## config.mk

```make
export PLATFORM = sky130hd
export DESIGN_NAME = plc_ctrl
export DESIGN_NICKNAME = d
export VERILOG_FILES = /design/src/verilog/plc_pkg.sv /design/src/verilog/plc_wr_if.sv /design/src/verilog/plc_setclr.sv /design/src/verilog/plc_deglitch.sv /design/src/verilog/plc_ctrl.sv
export SDC_FILE = /design/constraint.sdc
export NUM_CORES = 1
export LEC_CHECK = 0
export BUFFER_PORTS_ARGS = -buffer_cell sky130_fd_sc_hd__buf_2
export CAP_MARGIN = 20
export CORE_ASPECT_RATIO = 1.25
export CORE_UTILIZATION = 45
export CTS_CLUSTER_SIZE = 40
export DETAILED_ROUTE_END_ITERATION = 7
export PLACE_DENSITY_LB_ADDON = 0.12
export SYNTH_ARGS = -nofsm -noshare
export SYNTH_HDL_FRONTEND = slang
export SYNTH_HIERARCHICAL = 1
export SYNTH_SLANG_ARGS = --single-unit
```

## constraint.sdc

```tcl
create_clock -name clk -period 2.1 [get_ports clk]
set_clock_uncertainty 0.1 [all_clocks]
set_input_delay 0.42 -clock clk [delete_from_list [all_inputs] [get_ports clk]]
set_output_delay 0.42 -clock clk [all_outputs]
set_load 0.02 [all_outputs]
```

## src/verilog/plc_pkg.sv

```systemverilog
// Function
// RULE1: pullup on write clears state; off sets
// RULE2: pullup control always works; resets to zero
// RULE3: ownership take sets, release clears state
// RULE4: unmuxed lines ignore ownership writes, read one
// RULE5: ownership reset value is a product parameter
// RULE6: first choose clears, second choose sets choice
// RULE7: peripheral choice steers only outputs and enables
// RULE8: choice writes work always; choice resets zero
// RULE9: owner decides drive: peripheral or drive state
// RULE10: drive state writes work under peripheral ownership
// RULE11: level set/clear work under any ownership
// RULE12: direct level write changes only mask-enabled bits
// RULE13: direct write mask resets to zero
// RULE14: open drain set/clear; set means never high
// RULE15: open drain state resets to zero
// RULE16: pin readback shows real line level always
// RULE17: readback sampled when controller clock runs, holds
// RULE18: filter rejects under half cycle, passes one
// RULE19: filter latency one cycle or none by edge
// RULE20: deglitch on/off writes set/clear filter state
// RULE21: filter acts on readback only, needs clock
// RULE22: only bits written one change any state; a direct level write also clears mask-enabled bits written zero
package plc_pkg;
  localparam int          LINES = 32;
  localparam int          AW    = 8;
  localparam logic [7:0]  OFS_OWN_TAKE       = 8'h00;
  localparam logic [7:0]  OFS_OWN_RELEASE    = 8'h04;
  localparam logic [7:0]  OFS_OWN_STATE      = 8'h08;
  localparam logic [7:0]  OFS_DRIVE_ON       = 8'h10;
  localparam logic [7:0]  OFS_DRIVE_OFF      = 8'h14;
  localparam logic [7:0]  OFS_DRIVE_STATE    = 8'h18;
  localparam logic [7:0]  OFS_DEGLITCH_ON    = 8'h20;
  localparam logic [7:0]  OFS_DEGLITCH_OFF   = 8'h24;
  localparam logic [7:0]  OFS_DEGLITCH_STATE = 8'h28;
  localparam logic [7:0]  OFS_LEVEL_SET      = 8'h30;
  localparam logic [7:0]  OFS_LEVEL_CLEAR    = 8'h34;
  localparam logic [7:0]  OFS_DRIVEN_LEVEL   = 8'h38;
  localparam logic [7:0]  OFS_PIN_LEVEL      = 8'h3C;
  localparam logic [7:0]  OFS_OD_ON          = 8'h50;
  localparam logic [7:0]  OFS_OD_OFF         = 8'h54;
  localparam logic [7:0]  OFS_OD_STATE       = 8'h58;
  localparam logic [7:0]  OFS_PULLUP_OFF     = 8'h60;
  localparam logic [7:0]  OFS_PULLUP_ON      = 8'h64;
  localparam logic [7:0]  OFS_PULLUP_STATE   = 8'h68;
  localparam logic [7:0]  OFS_PERIPH_FIRST   = 8'h70;
  localparam logic [7:0]  OFS_PERIPH_SECOND  = 8'h74;
  localparam logic [7:0]  OFS_CHOICE_STATE   = 8'h78;
  localparam logic [7:0]  OFS_MASK_ON        = 8'hA0;
  localparam logic [7:0]  OFS_MASK_OFF       = 8'hA4;
  localparam logic [7:0]  OFS_MASK_STATE     = 8'hA8;
  localparam logic [31:0] RST_ZERO           = 32'h0000_0000;
  localparam logic [31:0] ALL_ONES           = 32'hFFFF_FFFF;
  localparam logic [31:0] RST_OWN_DEFAULT    = 32'hFFFF_FFFF;
  localparam logic [31:0] MUXED_DEFAULT      = 32'hFFFF_FFFF;
endpackage

```

## src/verilog/plc_wr_if.sv

```systemverilog
`timescale 1ns/1ps
`default_nettype none
interface plc_wr_if;
  logic        fire;
  logic [7:0]  addr;
  logic [31:0] bits;
  modport src (output fire, output addr, output bits);
  modport dst (input fire, input addr, input bits);
endinterface
`default_nettype wire

```

## src/verilog/plc_setclr.sv

```systemverilog
`timescale 1ns/1ps
`default_nettype none
module plc_setclr #(
  parameter logic [7:0]  SET_OFS = 8'h00,
  parameter logic [7:0]  CLR_OFS = 8'h04,
  parameter logic [31:0] RST     = 32'h0000_0000,
  parameter logic [31:0] FIXED   = 32'h0000_0000,
  parameter logic [31:0] FIX_VAL = 32'h0000_0000
) (
  input  wire logic  clk,
  input  wire logic  resetn,
  plc_wr_if.dst      wr,
  output logic [31:0] state
);
  // fixed bits ignore writes and always show their fixed value
  always_ff @(posedge clk or negedge resetn) begin
    if (!resetn) begin
      state <= (RST & ~FIXED) | (FIX_VAL & FIXED);
    end else if (wr.fire && wr.addr == SET_OFS) begin
      state <= ((state | wr.bits) & ~FIXED) | (FIX_VAL & FIXED); // [RULE22]
    end else if (wr.fire && wr.addr == CLR_OFS) begin
      state <= (state & ~wr.bits & ~FIXED) | (FIX_VAL & FIXED); // [RULE22]
    end
  end
endmodule
`default_nettype wire

```

## src/verilog/plc_deglitch.sv

```systemverilog
`timescale 1ns/1ps
`default_nettype none
module plc_deglitch (
  input  wire logic        clk,
  input  wire logic        resetn,
  input  wire logic        run,
  input  wire logic [31:0] pin,
  input  wire logic [31:0] filt_en,
  output logic      [31:0] level
);
  logic [31:0] half;
  // a pulse must be seen at a falling and the next rising edge to pass,
  // so anything under half a cycle can never meet both samples
  for (genvar i = 0; i < 32; i++) begin : g_line
    always_ff @(negedge clk or negedge resetn) begin
      if (!resetn) begin
        half[i] <= 1'b0;
      end else if (run) begin
        half[i] <= pin[i]; // [RULE18]
      end
    end
    always_ff @(posedge clk or negedge resetn) begin
      if (!resetn) begin
        level[i] <= 1'b0;
      end else if (run) begin // [RULE17] [RULE21]
        if (!filt_en[i]) begin
          level[i] <= pin[i]; // [RULE16]
        end else if (pin[i] == half[i]) begin
          level[i] <= pin[i]; // [RULE18] [RULE19]
        end
      end
    end
  end
endmodule
`default_nettype wire

```

## src/verilog/plc_ctrl.sv

```systemverilog
`timescale 1ns/1ps
`default_nettype none
module plc_ctrl #(
  parameter logic [31:0] MUXED_LINES = plc_pkg::MUXED_DEFAULT,
  parameter logic [31:0] OWN_RESET   = plc_pkg::RST_OWN_DEFAULT
) (
  input  wire logic                    clk,
  input  wire logic                    resetn,
  input  wire logic [plc_pkg::AW-1:0]  avs_address,
  input  wire logic                    avs_read,
  input  wire logic                    avs_write,
  input  wire logic [31:0]             avs_writedata,
  input  wire logic [3:0]              avs_byteenable,
  output logic      [31:0]             avs_readdata,
  output logic                         avs_waitrequest,
  input  wire logic                    ctrl_clk_en,
  input  wire logic [31:0]             pad_in,
  output logic      [31:0]             pad_out,
  output logic      [31:0]             pad_oe_n,
  output logic      [31:0]             pullup_en,
  input  wire logic [31:0]             pa_out,
  input  wire logic [31:0]             pa_oe,
  input  wire logic [31:0]             pb_out,
  input  wire logic [31:0]             pb_oe
);
  import plc_pkg::*;

  logic [31:0] byte_mask;
  logic [31:0] wr_bits;
  logic        wr_fire;
  logic [31:0] pullup_state;
  logic [31:0] line_ownership_state;
  logic [31:0] periph_choice_state;
  logic [31:0] drive_state;
  logic [31:0] driven_level_state;
  logic [31:0] direct_write_mask_state;
  logic [31:0] open_drain_state;
  logic [31:0] deglitch_state;
  logic [31:0] pin_level_readback;
  logic [31:0] next_readdata;
  logic [31:0] sel_oe;
  logic [31:0] sel_out;
  logic [31:0] drv_oe;
  logic [31:0] drv_lv;
  logic [31:0] next_oe;
  logic [31:0] next_out;

  plc_wr_if wr ();

  // byte enables gate every write, set/clear and direct alike
  assign byte_mask = {{8{avs_byteenable[3]}}, {8{avs_byteenable[2]}},
                      {8{avs_byteenable[1]}}, {8{avs_byteenable[0]}}};
  assign wr_bits   = avs_writedata & byte_mask;
  assign wr_fire   = avs_write && !avs_waitrequest;
  assign wr.fire   = wr_fire;
  assign wr.addr   = avs_address;
  assign wr.bits   = wr_bits;

  // one wait cycle per access: waitrequest drops the cycle after the
  // request is seen and rises again as the access completes
  always_ff @(posedge clk or negedge resetn) begin
    if (!resetn) begin
      avs_waitrequest <= 1'b1;
    end else if ((avs_read || avs_write) && avs_waitrequest) begin
      avs_waitrequest <= 1'b0;
    end else begin
      avs_waitrequest <= 1'b1;
    end
  end

  plc_setclr #(
    .SET_OFS (OFS_PULLUP_OFF),
    .CLR_OFS (OFS_PULLUP_ON),
    .RST     (RST_ZERO),
    .FIXED   (RST_ZERO),
    .FIX_VAL (RST_ZERO)
  ) u_pullup ( // [RULE1] [RULE2]
    .clk    (clk),
    .resetn (resetn),
    .wr     (wr.dst),
    .state  (pullup_state)
  );

  plc_setclr #(
    .SET_OFS (OFS_OWN_TAKE),
    .CLR_OFS (OFS_OWN_RELEASE),
    .RST     (OWN_RESET),
    .FIXED   (~MUXED_LINES),
    .FIX_VAL (ALL_ONES)
  ) u_own ( // [RULE3] [RULE4] [RULE5]
    .clk    (clk),
    .resetn (resetn),
    .wr     (wr.dst),
    .state  (line_ownership_state)
  );

  plc_setclr #(
    .SET_OFS (OFS_PERIPH_SECOND),
    .CLR_OFS (OFS_PERIPH_FIRST),
    .RST     (RST_ZERO),
    .FIXED   (RST_ZERO),
    .FIX_VAL (RST_ZERO)
  ) u_choice ( // [RULE6] [RULE8]
    .clk    (clk),
    .resetn (resetn),
    .wr     (wr.dst),
    .state  (periph_choice_state)
  );

  plc_setclr #(
    .SET_OFS (OFS_DRIVE_ON),
    .CLR_OFS (OFS_DRIVE_OFF),
    .RST     (RST_ZERO),
    .FIXED   (RST_ZERO),
    .FIX_VAL (RST_ZERO)
  ) u_drive ( // [RULE10]
    .clk    (clk),
    .resetn (resetn),
    .wr     (wr.dst),
    .state  (drive_state)
  );

  plc_setclr #(
    .SET_OFS (OFS_MASK_ON),
    .CLR_OFS (OFS_MASK_OFF),
    .RST     (RST_ZERO),
    .FIXED   (RST_ZERO),
    .FIX_VAL (RST_ZERO)
  ) u_mask ( // [RULE12] [RULE13]
    .clk    (clk),
    .resetn (resetn),
    .wr     (wr.dst),
    .state  (direct_write_mask_state)
  );

  plc_setclr #(
    .SET_OFS (OFS_OD_ON),
    .CLR_OFS (OFS_OD_OFF),
    .RST     (RST_ZERO),
    .FIXED   (RST_ZERO),
    .FIX_VAL (RST_ZERO)
  ) u_od ( // [RULE14] [RULE15]
    .clk    (clk),
    .resetn (resetn),
    .wr     (wr.dst),
    .state  (open_drain_state)
  );

  plc_setclr #(
    .SET_OFS (OFS_DEGLITCH_ON),
    .CLR_OFS (OFS_DEGLITCH_OFF),
    .RST     (RST_ZERO),
    .FIXED   (RST_ZERO),
    .FIX_VAL (RST_ZERO)
  ) u_deglitch ( // [RULE20]
    .clk    (clk),
    .resetn (resetn),
    .wr     (wr.dst),
    .state  (deglitch_state)
  );

  // readback only; peripherals take pad_in straight, unfiltered
  plc_deglitch u_filter ( // [RULE16] [RULE17] [RULE21]
    .clk     (clk),
    .resetn  (resetn),
    .run     (ctrl_clk_en),
    .pin     (pad_in),
    .filt_en (deglitch_state),
    .level   (pin_level_readback)
  );

  // output level: set/clear any time, direct write only through mask
  always_ff @(posedge clk or negedge resetn) begin
    if (!resetn) begin
      driven_level_state <= RST_ZERO;
    end else if (wr_fire && avs_address == OFS_LEVEL_SET) begin
      driven_level_state <= driven_level_state | wr_bits; // [RULE11]
    end else if (wr_fire && avs_address == OFS_LEVEL_CLEAR) begin
      driven_level_state <= driven_level_state & ~wr_bits; // [RULE11]
    end else if (wr_fire && avs_address == OFS_DRIVEN_LEVEL) begin
      driven_level_state <=
        (driven_level_state & ~(direct_write_mask_state & byte_mask)) |
        (avs_writedata & direct_write_mask_state & byte_mask); // [RULE12]
    end
  end

  // choice steers outputs and enables only; inputs are never muxed
  assign sel_oe  = (periph_choice_state & pb_oe) |
                   (~periph_choice_state & pa_oe); // [RULE7]
  assign sel_out = (periph_choice_state & pb_out) |
                   (~periph_choice_state & pa_out); // [RULE7]
  assign drv_oe  = (line_ownership_state & drive_state) |
                   (~line_ownership_state & sel_oe); // [RULE9]
  assign drv_lv  = (line_ownership_state & driven_level_state) |
                   (~line_ownership_state & sel_out); // [RULE9]
  // open drain drives only a low; a high releases the pad
  assign next_oe  = drv_oe & ~(open_drain_state & drv_lv); // [RULE14]
  assign next_out = drv_lv & ~open_drain_state; // [RULE14]

  // pads are registered, so every pin change lags its cause by one cycle
  always_ff @(posedge clk or negedge resetn) begin
    if (!resetn) begin
      pad_oe_n  <= ALL_ONES;
      pad_out   <= RST_ZERO;
      pullup_en <= ALL_ONES;
    end else begin
      pad_oe_n  <= ~next_oe;
      pad_out   <= next_out;
      pullup_en <= ~pullup_state; // [RULE1]
    end
  end

  always_comb begin
    next_readdata = RST_ZERO;
    case (avs_address)
      OFS_OWN_STATE:      next_readdata = line_ownership_state;
      OFS_DRIVE_STATE:    next_readdata = drive_state;
      OFS_DEGLITCH_STATE: next_readdata = deglitch_state;
      OFS_DRIVEN_LEVEL:   next_readdata = driven_level_state;
      OFS_PIN_LEVEL:      next_readdata = pin_level_readback; // [RULE16]
      OFS_OD_STATE:       next_readdata = open_drain_state;
      OFS_PULLUP_STATE:   next_readdata = pullup_state;
      OFS_CHOICE_STATE:   next_readdata = periph_choice_state;
      OFS_MASK_STATE:     next_readdata = direct_write_mask_state;
      default:            next_readdata = RST_ZERO;
    endcase
  end

  always_ff @(posedge clk or negedge resetn) begin
    if (!resetn) begin
      avs_readdata <= RST_ZERO;
    end else if (avs_read && avs_waitrequest) begin
      avs_readdata <= next_readdata;
    end
  end
endmodule
`default_nettype wire

```

After elaboration in Yosys (flattened, before gate mapping)
Cells that the tools add are included. Widths: inputs -> output; s select.

Bits in registers: 449. Input port bits: 209. Output and inout bits: 129.

Equality and inequality tests: 88. Muxes and demuxes: 83. Bitwise gates (word level): 45. Reductions and logical operators: 63.

Operators by type and width (count): $and 32x32->32 (24); $mux 32 (17); $or 32x32->32 (13); $pmux 32 s9 (1); $not 32->32 (8); $eq 8x7->1 const B (9); $mux 1 (65); $ne 2x1->1 const B (32); $reduce_and 2->1 (32); $eq 8x6->1 const B (7); $eq 1x1->1 (32); $eq 8x5->1 const B (3); $eq 8x8->1 const B (3); $logic_and 1x1->1 (20); $reduce_bool 2->1 (7); $eq 8x3->1 const B (1); $eq 8x4->1 const B (1); $logic_not 8->1 (1); $reduce_bool 3->1 (1); $logic_not 1->1 (1); $logic_or 1x1->1 (1).

Longest topological paths before layout
Depth after elaboration: 9. Mapped depth: 8. Depth with buffers taken out: 5.

Hierarchy
The synthesis kept the hierarchy.

By module, submodules not included: plc_ctrl (instances 1, cells each 1097, area an instance 10087.2 µm², seq. area each 4110.2 µm²); plc_setclr (u_mask ...) (instances 3, cells each 140, area an instance 1697.9 µm², seq. area each 800.8 µm²); plc_setclr (u_deglitch ...) (instances 2, cells each 139, area an instance 1627.8 µm², seq. area each 800.8 µm²); plc_deglitch (instances 1, cells each 299, area an instance 2840.2 µm², seq. area each 1601.5 µm²); plc_setclr (u_own) (instances 1, cells each 139, area an instance 1715.4 µm², seq. area each 840.8 µm²); plc_setclr (u_choice) (instances 1, cells each 109, area an instance 1697.9 µm², seq. area each 800.8 µm²).

==> results.cfg <==
[synthesis]
synth-edff-count = 0
syn-instance-count = 2342
ys.flop_type = dfrtp_1
syn_area_mm2 = 0.0247
synth.avg_cell_area_um2 = 10.5
yosysSeqAreaShare_pct = 46.0
synth_top_area_cell = dfrtp_1
syn_nets = 2551
ys_ff_latch = 449
yosysTopAreaCellShare_pct = 32.4
ys_async_sr_fraction_pct = 100
synth_commonest_cells = mux2i_1, dfrtp_1, inv_1
synth_top_cells_by_area = dfrtp_1, mux2i_1, dfstp_2, nand3_2, inv_1
synth.most_common_cell = mux2i_1
yosysUniqueCellTypes = 51
synth_warnings = 6

[global_route]
antenna_found_initial = 6
grt_pass1_wl_mm = 125
first_global_vias = 20595
track_usage_pct = 29.5
grt_max_degree = 51
grt-ovfl-total = 0

[setup_path]
critPathLaunchType = register
cp-end-kind = register
crit_required_ns = 2.48
crit_buf_inv = 2
cpPeakStageDelay_ns = 0.54
arrival_ns = 2.66
crit_slowest_cell = or4b_4
rrSetupSlack_ns = -0.18
cpLargestDelayFamily = simple AND/OR/NAND/NOR gates
crit_chain = or4b_4, buf_12, nor4_4, buf_6, nand2_2, mux2_2, a221o_1
crit_fanout = 8
critPathKind = register to register

[timing]
max_slew_margin_pct = 59.3
maxSlewViolCount = 0
setup-violations-final = 29
min_period_ns = 2.28
hold_viol_final = 0
max_freq_ghz = 0.438
tightest_slew_ns = 0.608
post-route-period-util_pct = 109
layout_setup_ws_ns = -0.185
rsz0062_at_grt = yes
whs_ns = 0.0238

[job]
maxCapViolCount = 0

[floorplanning]
die_width_um = 212
start_util_pct = 45.8
die_h_um = 264
die-area_mm2 = 0.0558
ios = 338
core_mm2 = 0.0540
fp-row-count = 95

[cells_and_area]
drive_above_1_share_pct = 36.9
fin_cells = 3618
postLayoutCoreUtil_pct = 57.3
area_growth_pct = 25.1
final_net_count = 3057

[cts]
htreeDepth = 2
cts_root_buffer = clkbuf_16
cts_buffers = 49
clock_latency_ns = 0.60
cts.clk_slew.worst_paths_ns = 0.06
clock_sinks = 449
clock_path_buffers = 3
cts_tree = built

[status]
outcome = finished, violations left
violations = setup timing

[hold_path]
hold_path.class = input port to register

[route]
drc = 0
drt-wirelength-per-cell_um = 22.7
drt_iter0_drc = 1446
viasPerCell = 5.54
wirelength_mm = 82.3
drtPass1Iterations = 5
ant_nets = 0
num_vias = 20054

[placement]
portBuffers = 337
gp_congestion = 0.878
post-place-ws_ns = -0.494
placedCellCount = 3489
place.detailed.hpwl_mm = 59.2

[power_and_ir_drop]
p_leak_nw = 16.1
vdd_ir_drop_max_v = 0.000562
power_density_mw_per_mm2 = 665
[path summary, 6_finish.rpt]
kind                                       from                    end  depth (start not counted)
worst max-delay path            avs_waitrequest  driven_level_state[8]                          7
worst min-delay path                  pad_in[9]      u_filter/level[9]                          3
worst max register to register  avs_waitrequest  driven_level_state[8]                          7
worst min register to register         register           pullup_en[3]                          1
max in group asynchronous                resetn      u_filter/half[25]                          3
min in group asynchronous                resetn            pad_out[15]                          2
[cells in the final DEF, fill, tap and decap left out, types with 68 or more instances in the layout]
master / instances
inv_1: 294
nand2_1: 93
buf_2: 332
buf_4: 167
o21ai_0: 131
mux2i_1: 347
nor2_1: 124
a21oi_1: 69
nand3_1: 68
dfrtp_1: 320
nand3_2: 191
dfstp_2: 97
[tightest hold or removal path, cell delays in order]
cell and delay [ns]:
buf_2 0.09, o21ai_0 0.07, o211ai_1 0.09
[routing by layer]
metal  up-vias  GRT usage, %  wire length (um)  part of all wire, %
met2       679          49.3             40000                   49
li1       9115             -                 -                    -
met5         -             0                54                0.066
met3       169          4.46              4940                  6.0
met1     10083          38.9             34700                   42
met4         8          9.77              2570                  3.1
[report_power, final]
group          internal [mW]  switching, mW
clock network           5.28           3.66
logic                  0.962           1.42
registers               8.99          0.246
total                   15.2           5.32
[cell type report]
cell class              count  area (um^2)
multi-input cells        1463        11500
repair buffers            585         4310
diodes                      2         5.00
clock inverters            12          166
flip-flops and latches    449        11400
well taps                 727          910
inverters                 300         1130
fillers                  4717        23100
clock buffers              80         1480
[cells by family after synthesis]
| group | Yosys count | share of synthesized area (%) |
|---|---|---|
| multiplexers | 409 | 17.4 |
| AO/OA/AOI/OAI | 403 | 10.6 |
| flip-flops | 449 | 46.0 |
| buffers and inverters | 430 | 8.41 |
| AND/OR/NAND/NOR | 651 | 17.7 |
[metrics by stage]
stage               setup TNS, ns  cell area [um^2]  power, mW
detailed placement         -33.33             28700       11.7
global route                -6.18             30900       21.3
global placement           -31.48             28700       11.6
finish                      -4.64             30900       20.6
CTS                         -5.31             30800       20.7
floorplan                   -4.38             24800       10.4
[what timing repair did]
action,in CTS,in global routing
hold buffers,24,0
hold endpoints to repair,119,0
pin swaps,12,7
gates cloned,0,0
endpoints found under the setup margin,63,68
gates resized for setup,33,23
setup buffers,7,4
No activity file was read; power rests on OpenSTA's default activity.
